**config.mk**
```make
export PLATFORM = sky130hd
export DESIGN_NAME = analog_input_diag_status
export DESIGN_NICKNAME = d
export VERILOG_FILES = /design/src/common/aidiag_pkg.sv /design/src/hw/analog_input_diag_status.sv /design/src/hw/aidiag_event_edge.sv /design/src/hw/aidiag_axil_slave.sv
export SDC_FILE = /design/constraint.sdc
export NUM_CORES = 1
export LEC_CHECK = 0
export ABC_AREA = 1
export BUFFER_PORTS_ARGS = -buffer_cell sky130_fd_sc_hd__buf_2
export CORE_MARGIN = 4
export CORE_UTILIZATION = 40
export CTS_CLUSTER_DIAMETER = 150
export CTS_CLUSTER_SIZE = 30
export DETAILED_ROUTE_END_ITERATION = 7
export GPL_TIMING_DRIVEN = 0
export SYNTH_ARGS = -nofsm -noshare
export SYNTH_HDL_FRONTEND = slang
export SYNTH_SLANG_ARGS = --single-unit
```
**constraint.sdc**
```tcl
create_clock -name clock -period 10.7 [get_ports clock]
set_clock_uncertainty 0.2 [all_clocks]
set_input_delay 2.14 -clock clock [delete_from_list [all_inputs] [get_ports clock]]
set_output_delay 2.14 -clock clock [all_outputs]
set_load 0.01 [all_outputs]
```
**src/common/aidiag_pkg.sv**
```systemverilog
// package for the analog input diagnostic and process interrupt status block
// assumes a single 250 mhz clock domain and an axi4-lite register bus
package aidiag_pkg;

  // ************************************************************
  // register indices (printed offsets are byte indices, so address = 4 * index)
  // ************************************************************
  localparam int unsigned IDX_SUMMARY = 0;
  localparam int unsigned IDX_CLASS = 1;
  localparam int unsigned IDX_RSVD2 = 2;
  localparam int unsigned IDX_LOST = 3;
  localparam int unsigned IDX_CHTYPE = 4;
  localparam int unsigned IDX_BITS_PER_CH = 5;
  localparam int unsigned IDX_CH_COUNT = 6;
  localparam int unsigned IDX_ERR_MAP = 7;
  localparam int unsigned IDX_DETAIL0 = 8;
  localparam int unsigned IDX_DETAIL7 = 15;
  localparam int unsigned IDX_IRQ_UPPER = 16;
  localparam int unsigned IDX_IRQ_LOWER = 17;
  localparam int unsigned IDX_IRQ_CYCLE = 18;
  localparam int unsigned IDX_IRQ_RSVD = 19;
  localparam int unsigned IDX_CFG = 20;
  localparam int unsigned IDX_STATUS = 21;
  localparam int unsigned IDX_VALUE0 = 24;
  localparam int unsigned IDX_VALUE7 = 31;

  localparam int unsigned ADDR_W = 8;

  // ************************************************************
  // field positions
  // ************************************************************
  localparam int unsigned SUM_MODULE_ERR = 0;
  localparam int unsigned SUM_INTERNAL_ERR = 1;
  localparam int unsigned SUM_EXTERNAL_ERR = 2;
  localparam int unsigned SUM_CHANNEL_ERR = 3;
  localparam int unsigned SUM_NO_SUPPLY = 4;
  localparam int unsigned SUM_BAD_PARAM = 7;
  localparam int unsigned LOST_BIT = 6;
  localparam int unsigned DET_PARAM = 0;
  localparam int unsigned DET_UNDER = 6;
  localparam int unsigned DET_OVER = 7;
  localparam int unsigned CYCLE_END_BIT = 3;

  // configuration register fields
  localparam int unsigned CFG_DIAG_EN_LSB = 0;
  localparam int unsigned CFG_IRQ_OVER_EN = 8;
  localparam int unsigned CFG_IRQ_UNDER_EN = 9;
  localparam int unsigned CFG_IRQ_CYCLE_EN = 10;
  localparam int unsigned CFG_FIFO_MODE = 11;

  // ************************************************************
  // constant values and reset values
  // ************************************************************
  localparam int unsigned NUM_CH = 8;
  localparam logic [3:0] CLASS_ANALOG = 4'h5;
  localparam int unsigned CLASS_CH_INFO = 4;
  localparam logic [7:0] CLASS_RESET = 8'h15;
  localparam logic [6:0] CHTYPE_ANALOG_IN = 7'h71;
  localparam logic [7:0] BITS_PER_CH = 8'h08;
  localparam logic [7:0] CH_COUNT = 8'h08;
  localparam logic [31:0] CFG_RESET = 32'h0000_0000;
  localparam logic [15:0] VALUE_HIGH = 16'h7fff;
  localparam logic [15:0] VALUE_LOW = 16'h8000;

  localparam logic [1:0] RESP_OKAY = 2'b00;
  localparam logic [1:0] RESP_SLVERR = 2'b10;

  // ************************************************************
  // carriers
  // ************************************************************
  typedef struct packed {
    logic valid;
    logic [NUM_CH-1:0] over;
    logic [NUM_CH-1:0] under;
    logic [NUM_CH-1:0] param_err;
    logic [NUM_CH-1:0] upper_limit;
    logic [NUM_CH-1:0] lower_limit;
    logic [NUM_CH*16-1:0] raw;
  } conv_cycle_t;

  typedef struct packed {
    logic [31:0] data;
    logic [1:0] resp;
  } rd_answer_t;

  // channel value clamp shared by the value path
  function automatic logic [15:0] clamp_value(input logic [15:0] raw, input logic over,
                                              input logic under, input logic force_high);
    if (over || force_high) begin
      clamp_value = VALUE_HIGH;
    end else if (under) begin
      clamp_value = VALUE_LOW;
    end else begin
      clamp_value = raw;
    end
  endfunction

endpackage

```
**src/hw/analog_input_diag_status.sv**
```systemverilog
// diagnostic records, interrupt data word and value substitution for an
// eight-channel analog input module, reached over axi4-lite
// assumes the converter hands over one synchronous cycle as a one-clock strobe
//
// Implementation choice: register access over AXI4-Lite.
`timescale 1ns/1ps
module analog_input_diag_status
  import aidiag_pkg::*;
(
  input wire logic clock,
  input wire logic rst,
  input wire logic [aidiag_pkg::ADDR_W-1:0] awaddr,
  input wire logic awvalid,
  output logic awready,
  input wire logic [31:0] wdata,
  input wire logic [3:0] wstrb,
  input wire logic wvalid,
  output logic wready,
  output logic [1:0] bresp,
  output logic bvalid,
  input wire logic bready,
  input wire logic [aidiag_pkg::ADDR_W-1:0] araddr,
  input wire logic arvalid,
  output logic arready,
  output logic [31:0] rdata,
  output logic [1:0] rresp,
  output logic rvalid,
  input wire logic rready,
  input wire aidiag_pkg::conv_cycle_t conv,
  input wire logic supply_missing,
  input wire logic internal_fault,
  input wire logic irq_ack,
  output logic process_irq,
  output logic diag_coming,
  output logic diag_going
);
  import aidiag_pkg::*;

  // ************************************************************
  // state
  // ************************************************************
  logic [31:0] cfg_q;
  logic [NUM_CH-1:0] over_q;
  logic [NUM_CH-1:0] under_q;
  logic [NUM_CH-1:0] param_q;
  logic [7:0] irq_upper_q;
  logic [7:0] irq_lower_q;
  logic [7:0] irq_cycle_q;
  logic [7:0] irq_upper_d;
  logic [7:0] irq_lower_d;
  logic [7:0] irq_cycle_d;
  logic irq_pending_q;
  logic irq_lost_q;
  logic supply_q;
  logic internal_q;
  logic [15:0] value_q [NUM_CH];
  logic wr_ok;
  logic lost_clear;

  // ************************************************************
  // configuration decode
  // ************************************************************
  wire [NUM_CH-1:0] diag_en = cfg_q[CFG_DIAG_EN_LSB +: NUM_CH];
  wire irq_over_en = cfg_q[CFG_IRQ_OVER_EN];
  wire irq_under_en = cfg_q[CFG_IRQ_UNDER_EN];
  wire irq_cycle_en = cfg_q[CFG_IRQ_CYCLE_EN];
  wire fifo_mode = cfg_q[CFG_FIFO_MODE];

  // ************************************************************
  // diagnostic record assembly
  // ************************************************************
  // only channels whose diagnostics are enabled report errors
  wire [NUM_CH-1:0] ch_over = over_q & diag_en;
  wire [NUM_CH-1:0] ch_under = under_q & diag_en;
  wire [NUM_CH-1:0] ch_param = param_q & diag_en;
  wire [NUM_CH-1:0] ch_err_map = ch_over | ch_under | ch_param;
  wire any_ch_err = |ch_err_map;
  wire any_param = |ch_param;
  wire supply_err = supply_q & (|diag_en);
  wire internal_err = internal_q & (|diag_en);
  wire external_err = any_ch_err | supply_err;
  wire module_err = any_ch_err | supply_err | internal_err;

  logic [7:0] summary_byte;
  always_comb begin
    summary_byte = 8'h00;
    summary_byte[SUM_MODULE_ERR] = module_err;
    summary_byte[SUM_INTERNAL_ERR] = internal_err;
    summary_byte[SUM_EXTERNAL_ERR] = external_err;
    summary_byte[SUM_CHANNEL_ERR] = any_ch_err;
    summary_byte[SUM_NO_SUPPLY] = supply_err;
    summary_byte[SUM_BAD_PARAM] = any_param;
  end

  wire [7:0] class_byte = {3'b000, 1'b1, CLASS_ANALOG};
  wire [7:0] lost_byte = {1'b0, irq_lost_q, 6'b000000};
  wire [7:0] chtype_byte = {1'b0, CHTYPE_ANALOG_IN};

  function automatic logic [7:0] detail_byte(input logic p, input logic u, input logic o);
    detail_byte = {o, u, 5'b00000, p};
  endfunction

  // ************************************************************
  // diagnostic interrupt: coming and going
  // ************************************************************
  aidiag_event_edge u_diag_edge (
    .clock(clock),
    .rst(rst),
    .enable(|diag_en),
    .level(module_err),
    .coming(diag_coming),
    .going(diag_going)
  );

  // ************************************************************
  // conversion capture and process interrupt data
  // ************************************************************
  wire irq_allowed = ~fifo_mode;
  wire [7:0] hit_upper = irq_over_en ? conv.upper_limit : 8'h00;
  wire [7:0] hit_lower = irq_under_en ? conv.lower_limit : 8'h00;
  wire hit_cycle = irq_cycle_en;
  wire new_event = conv.valid & irq_allowed & ((|hit_upper) | (|hit_lower) | hit_cycle);

  always_comb begin
    irq_upper_d = irq_upper_q;
    irq_lower_d = irq_lower_q;
    irq_cycle_d = irq_cycle_q;
    if (irq_ack) begin
      irq_upper_d = 8'h00;
      irq_lower_d = 8'h00;
      irq_cycle_d = 8'h00;
    end
    // a new event wins over the acknowledge in the same cycle
    if (new_event && (!irq_pending_q || irq_ack)) begin
      irq_upper_d = hit_upper;
      irq_lower_d = hit_lower;
      irq_cycle_d = {4'h0, hit_cycle, 3'b000};
    end
  end

  always_ff @(posedge clock or posedge rst) begin
    if (rst) begin
      irq_upper_q <= 8'h00;
      irq_lower_q <= 8'h00;
      irq_cycle_q <= 8'h00;
      irq_pending_q <= 1'b0;
      irq_lost_q <= 1'b0;
    end else begin
      irq_upper_q <= irq_upper_d;
      irq_lower_q <= irq_lower_d;
      irq_cycle_q <= irq_cycle_d;
      irq_pending_q <= new_event | (irq_pending_q & ~irq_ack);
      // an event while the previous one is still unacknowledged is lost
      if (new_event && irq_pending_q && !irq_ack) begin
        irq_lost_q <= 1'b1;
      end else if (lost_clear) begin
        irq_lost_q <= 1'b0;
      end
    end
  end

  assign process_irq = irq_pending_q;

  // ************************************************************
  // per-channel status and measured values
  // ************************************************************
  always_ff @(posedge clock or posedge rst) begin
    if (rst) begin
      over_q <= 8'h00;
      under_q <= 8'h00;
      param_q <= 8'h00;
      supply_q <= 1'b0;
      internal_q <= 1'b0;
    end else begin
      supply_q <= supply_missing;
      internal_q <= internal_fault;
      if (conv.valid) begin
        over_q <= conv.over;
        under_q <= conv.under;
        param_q <= conv.param_err;
      end
    end
  end

  // values are kept as signed 16-bit words, sign in bit 15
  always_ff @(posedge clock or posedge rst) begin
    if (rst) begin
      for (int i = 0; i < NUM_CH; i++) begin
        value_q[i] <= 16'h0000;
      end
    end else if (conv.valid) begin
      for (int i = 0; i < NUM_CH; i++) begin
        value_q[i] <= clamp_value(conv.raw[i*16 +: 16], conv.over[i], conv.under[i],
                                  conv.param_err[i] | supply_missing);
      end
    end
  end

  // ************************************************************
  // register bus
  // ************************************************************
  logic wr_stb;
  logic [5:0] wr_idx;
  logic [31:0] wr_data;
  logic [3:0] wr_strb;
  logic [5:0] rd_idx;
  rd_answer_t rd_answer;

  aidiag_axil_slave u_bus (
    .clock(clock),
    .rst(rst),
    .awaddr(awaddr),
    .awvalid(awvalid),
    .awready(awready),
    .wdata(wdata),
    .wstrb(wstrb),
    .wvalid(wvalid),
    .wready(wready),
    .bresp(bresp),
    .bvalid(bvalid),
    .bready(bready),
    .araddr(araddr),
    .arvalid(arvalid),
    .arready(arready),
    .rdata(rdata),
    .rresp(rresp),
    .rvalid(rvalid),
    .rready(rready),
    .wr_stb(wr_stb),
    .wr_idx(wr_idx),
    .wr_data(wr_data),
    .wr_strb(wr_strb),
    .wr_ok(wr_ok),
    .rd_idx(rd_idx),
    .rd_answer(rd_answer)
  );

  wire wr_cfg = wr_stb & (wr_idx == 6'(IDX_CFG));
  assign wr_ok = (wr_idx == 6'(IDX_CFG)) | (wr_idx == 6'(IDX_STATUS));
  // writing a one to bit 6 of the status word clears the lost flag
  assign lost_clear = wr_stb & (wr_idx == 6'(IDX_STATUS)) & wr_strb[0] & wr_data[LOST_BIT];

  always_ff @(posedge clock or posedge rst) begin
    if (rst) begin
      cfg_q <= CFG_RESET;
    end else if (wr_cfg) begin
      for (int b = 0; b < 4; b++) begin
        if (wr_strb[b]) begin
          cfg_q[b*8 +: 8] <= wr_data[b*8 +: 8];
        end
      end
    end
  end

  // read mux: record bytes sit in the low byte of each word
  always_comb begin
    rd_answer.resp = RESP_OKAY;
    rd_answer.data = 32'h0000_0000;
    if (rd_idx >= 6'(IDX_DETAIL0) && rd_idx <= 6'(IDX_DETAIL7)) begin
      rd_answer.data[7:0] = detail_byte(ch_param[rd_idx[2:0]], ch_under[rd_idx[2:0]],
                                        ch_over[rd_idx[2:0]]);
    end else if (rd_idx >= 6'(IDX_VALUE0) && rd_idx <= 6'(IDX_VALUE7)) begin
      rd_answer.data[15:0] = value_q[rd_idx[2:0]];
    end else begin
      case (rd_idx)
        6'(IDX_SUMMARY): rd_answer.data[7:0] = summary_byte;
        6'(IDX_CLASS): rd_answer.data[7:0] = class_byte;
        6'(IDX_RSVD2): rd_answer.data[7:0] = 8'h00;
        6'(IDX_LOST): rd_answer.data[7:0] = lost_byte;
        6'(IDX_CHTYPE): rd_answer.data[7:0] = chtype_byte;
        6'(IDX_BITS_PER_CH): rd_answer.data[7:0] = BITS_PER_CH;
        6'(IDX_CH_COUNT): rd_answer.data[7:0] = CH_COUNT;
        6'(IDX_ERR_MAP): rd_answer.data[7:0] = ch_err_map;
        6'(IDX_IRQ_UPPER): rd_answer.data[7:0] = irq_upper_q;
        6'(IDX_IRQ_LOWER): rd_answer.data[7:0] = irq_lower_q;
        6'(IDX_IRQ_CYCLE): rd_answer.data[7:0] = irq_cycle_q;
        6'(IDX_IRQ_RSVD): rd_answer.data[7:0] = 8'h00;
        6'(IDX_CFG): rd_answer.data = cfg_q;
        6'(IDX_STATUS): rd_answer.data = {29'h0, fifo_mode, irq_pending_q, irq_lost_q};
        default: rd_answer.resp = RESP_SLVERR;
      endcase
    end
  end
endmodule

```
**src/hw/aidiag_event_edge.sv**
```systemverilog
// coming and going detector for the diagnostic condition
// assumes the condition is a level synchronous to clock
`timescale 1ns/1ps
module aidiag_event_edge (
  input wire logic clock,
  input wire logic rst,
  input wire logic enable,
  input wire logic level,
  output logic coming,
  output logic going
);
  logic level_q;
  logic level_d;

  // disabled diagnostics announce no error; disabling them while an error stands retracts it
  assign level_d = enable & level;
  assign coming = level_d & ~level_q;
  assign going = ~level_d & level_q;

  always_ff @(posedge clock or posedge rst) begin
    if (rst) begin
      level_q <= 1'b0;
    end else begin
      level_q <= level_d;
    end
  end
endmodule

```
**src/hw/aidiag_axil_slave.sv**
```systemverilog
// axi4-lite slave handshake shell: takes address and data in any order
// assumes the owner answers reads combinationally from an index
`timescale 1ns/1ps
module aidiag_axil_slave
  import aidiag_pkg::*;
(
  input wire logic clock,
  input wire logic rst,
  input wire logic [aidiag_pkg::ADDR_W-1:0] awaddr,
  input wire logic awvalid,
  output logic awready,
  input wire logic [31:0] wdata,
  input wire logic [3:0] wstrb,
  input wire logic wvalid,
  output logic wready,
  output logic [1:0] bresp,
  output logic bvalid,
  input wire logic bready,
  input wire logic [aidiag_pkg::ADDR_W-1:0] araddr,
  input wire logic arvalid,
  output logic arready,
  output logic [31:0] rdata,
  output logic [1:0] rresp,
  output logic rvalid,
  input wire logic rready,
  output logic wr_stb,
  output logic [5:0] wr_idx,
  output logic [31:0] wr_data,
  output logic [3:0] wr_strb,
  input wire logic wr_ok,
  output logic [5:0] rd_idx,
  input wire aidiag_pkg::rd_answer_t rd_answer
);
  logic aw_have_q;
  logic w_have_q;
  logic [5:0] aw_idx_q;
  logic [31:0] w_data_q;
  logic [3:0] w_strb_q;
  logic [1:0] bresp_q;
  logic bvalid_q;
  logic [31:0] rdata_q;
  logic [1:0] rresp_q;
  logic rvalid_q;
  logic aw_take;
  logic w_take;
  logic ar_take;

  assign awready = ~aw_have_q & ~bvalid_q;
  assign wready = ~w_have_q & ~bvalid_q;
  assign arready = ~rvalid_q;
  assign aw_take = awvalid & awready;
  assign w_take = wvalid & wready;
  assign ar_take = arvalid & arready;
  assign wr_stb = aw_have_q & w_have_q & ~bvalid_q;
  assign wr_idx = aw_idx_q;
  assign wr_data = w_data_q;
  assign wr_strb = w_strb_q;
  assign rd_idx = araddr[7:2];
  assign bresp = bresp_q;
  assign bvalid = bvalid_q;
  assign rdata = rdata_q;
  assign rresp = rresp_q;
  assign rvalid = rvalid_q;

  always_ff @(posedge clock or posedge rst) begin
    if (rst) begin
      aw_have_q <= 1'b0;
      w_have_q <= 1'b0;
      aw_idx_q <= 6'h00;
      w_data_q <= 32'h0000_0000;
      w_strb_q <= 4'h0;
      bvalid_q <= 1'b0;
      bresp_q <= RESP_OKAY;
    end else begin
      if (aw_take) begin
        aw_have_q <= 1'b1;
        aw_idx_q <= awaddr[7:2];
      end
      if (w_take) begin
        w_have_q <= 1'b1;
        w_data_q <= wdata;
        w_strb_q <= wstrb;
      end
      if (wr_stb) begin
        aw_have_q <= 1'b0;
        w_have_q <= 1'b0;
        bvalid_q <= 1'b1;
        bresp_q <= wr_ok ? RESP_OKAY : RESP_SLVERR;
      end else if (bvalid_q && bready) begin
        bvalid_q <= 1'b0;
      end
    end
  end

  always_ff @(posedge clock or posedge rst) begin
    if (rst) begin
      rvalid_q <= 1'b0;
      rdata_q <= 32'h0000_0000;
      rresp_q <= RESP_OKAY;
    end else if (ar_take) begin
      rvalid_q <= 1'b1;
      rdata_q <= rd_answer.data;
      rresp_q <= rd_answer.resp;
    end else if (rvalid_q && rready) begin
      rvalid_q <= 1'b0;
    end
  end
endmodule

```
==> impl_metrics.json <==
{
  "fp-row-count": 67,
  "ys_types": 45,
  "vias_per_cell": 5.280,
  "yosys.area.top_type": "dfrtp_1",
  "end_kind": "output port",
  "path_clk_slew_ps": 110,
  "drt_first_pass_iters": 5,
  "worst_slew_pin_slew_ps": 908.5,
  "yosysWarnings": 0,
  "setup_tns_ps": 0,
  "die_w_um": 192.3,
  "synth-edff-count": 0,
  "drt_iter0_markers": 1114,
  "dp.cells": 2308,
  "holdPathStages": 2,
  "die_h_um": 192.3,
  "ys_ff_latch": 286,
  "fin_crit_ps": 4914,
  "synthFlopType": "dfrtp_1",
  "synthCells": 1594,
  "maxCapViolations": 0,
  "layout.cells.non_filler": 2324,
  "clock-sinks": 286,
  "route.detailed.drc": 0,
  "cts_buffers": 13,
  "design_area_mm2": 0.01588,
  "crit_fanout": 7,
  "crit_top_cell": "nor2_1",
  "initial_core_util_pct": 40.52,
  "synth_area_leaders": "dfrtp_1 53%, nand2_1 10%, inv_1 5.7%",
  "cts_tree": "built",
  "antenna_found_initial": 7,
  "ys_seq_area_share_pct": 52.67,
  "hp-class": "flip-flop to flip-flop",
  "drive_gt1_share_pct": 21.66,
  "cts_resized": 0,
  "max_slew_margin_pct": 38.87,
  "hold_buffers": 0,
  "p_leak_nw": 7.851,
  "post_drt_wl_per_cell_um": 20.52,
  "power.density_mw_per_mm2": 165.7,
  "async_reset_ff_share_pct": 100.0,
  "vias": 12270,
  "grt_max_degree": 126,
  "crit-reg2reg-launch": "u_bus.rvalid",
  "min_to": "under_q[0]",
  "r2r_end": "u_bus.rdata[11]",
  "rsz0062_at_grt": "no",
  "finalCritPeriodShare_pct": 45.93,
  "critPathArrivalTime_ps": 2570,
  "crit_family": "simple AND/OR/NAND/NOR gates",
  "critPathRequiredTime_ps": 8360,
  "die_area_mm2": 0.03698,
  "setup_viol": 0,
  "crit_slowest_cell": "dfrtp_1",
  "final_nets": 2106,
  "worstSetupPathType": "flip-flop to output port",
  "drt_wl_total_um": 47690,
  "track_usage_pct": 25.20,
  "cts_setup_buffers": 0,
  "dp_hpwl_um": 36990,
  "clk_path_buf_depth": 3,
  "routabilityCongestion": 0.9514,
  "ant_nets": 0,
  "reg2reg_slack_ps": 8340,
  "critical_path.max_stage_delay_ps": 530,
  "hold_start": "under_q[0]",
  "portBuffers": 263,
  "synth_top_area_share_pct": 52.67,
  "status": "completed",
  "grt_pass1_vias": 12160,
  "clock_latency_ps": 510,
  "hold_viol": 0,
  "grt_pass1_wl_um": 71370,
  "slew_viol_final": 0,
  "netlist_top_cells_count": "380 x nand2_1, 286 x dfrtp_1, 206 x inv_1, 151 x nor2_1, 81 x nand3_1",
  "crit_cells": 8,
  "worst-path-buf-inv": 1,
  "core_area_mm2": 0.03353,
  "cts_root_buf": "clkbuf_16",
  "synth.most_common_cell": "nand2_1",
  "htree_num_levels": 1,
  "crit_chain": "nand2_1 > nand2_1 > nor2_1 > nand3_1 > nor2_1 > nand4_1 > nor2_1 > buf_2",
  "syn_to_final_growth_pct": 16.85,
  "placed_area_mm2": 0.01553,
  "reg2reg_depth": 6,
  "max_freq_mhz": 203.5,
  "grt_overflow": 0,
  "avgSynthCellArea_um2": 8.524,
  "synth_area_mm2": 0.01359,
  "ir_worst_vdd_mv": 0.1180,
  "ioPinCount": 275,
  "start_kind": "flip-flop"
}
==> layout make-up <==
cell class / instances / area, µm²
sequential: 286 / 7157
timing repair buffer: 265 / 1371
fill: 3441 / 17650
clock inverter: 1 / 16.27
tap: 448 / 560.5
clock buffer: 13 / 325.3
multi-input combinational: 1012 / 5210
antenna: 2 / 5.005
buffer: 79 / 396.6
inverter: 218 / 835.8
==> worst max path at each step <==
stage,startpoint,slack (ps),endpoint
2_1_floorplan,rst,470,cfg_q[0]
3_3_place_gp,rst,-2860,u_bus.rvalid
3_5_place_dp,cfg_q[6],6330,diag_going
4_1_cts,cfg_q[6],5770,diag_going
5_1_grt,cfg_q[6],5620,diag_going
6_report,cfg_q[6],5790,diag_going
==> power breakdown <==
| part | switching [mW] | leakage [nW] | internal, mW |
|---|---|---|---|
| combinational | 0.428 | 4.33 | 0.254 |
| clock | 0.351 | 0.168 | 0.226 |
| sequential | 0.101 | 3.36 | 1.27 |
| total | 0.880 | 7.85 | 1.75 |
==> logic make-up (layout without fill, tap and decap cells) <==
kind of cell    count (synthesis)  in the layout  synth area share [%]
simple gates                  683            683                 21.58
mux                            28             28                 2.320
compound gates                299            299                 14.38
buf+inv                       297            576                 9.015
other cells                     1              4               0.02760
flops                         286            286                 52.67
==> sequential cells by signal (all words and copies together) (netlist names), 4 cells and up <==
signal	count
value_q	128
cfg_q	32
u_bus.rdata	32
u_bus.wr_data	32
irq_lower_q	8
irq_upper_q	8
over_q	8
param_q	8
under_q	8
u_bus.wr_idx	6
u_bus.wr_strb	4
==> cells in the final DEF, fill, tap and decap left out, types with 10 or more instances in the layout <==
cell type / Yosys / routed
a221o_1: 29 / 29
o22ai_1: 42 / 42
nand4_1: 13 / 13
a21oi_1: 47 / 47
clkbuf_16: 0 / 13
mux2_2: 28 / 28
nand2_2: 10 / 10
o211ai_1: 65 / 65
inv_1: 206 / 205
clkbuf_1: 35 / 35
o21ai_1: 16 / 16
buf_4: 11 / 11
or2_2: 16 / 16
dfrtp_1: 286 / 286
buf_2: 23 / 286
o21ai_0: 69 / 69
nor2_1: 151 / 151
nand3_1: 81 / 81
nand2_1: 380 / 380
==> metal layers <==
| layer | part of all wire, % | track usage [%] |
|---|---|---|
| met5 | 0.088 | 0 |
| met4 | 3.0 | 6.555 |
| met3 | 8.8 | 4.830 |
| met2 | 45 | 39.42 |
| met1 | 44 | 36.26 |
==> tightest hold or removal path: stages, from the launching register on <==
cell	delay (ps)
dfrtp_1	360
nand2_1	60
nand2_1	50
==> stage by stage <==
stage	util, %	hold slack (ps)	setup WS [ps]	power (mW)
CTS	47.34	289.2	5765	2.643
floorplan	-	241.7	467.7	1.822
global placement	46.13	256.0	-2858	2.055
finish	47.35	287.1	5786	2.630
global route	47.35	315.2	5616	2.785
detailed placement	46.32	259.5	6332	2.072
Power figures use the tool's default switching activity.
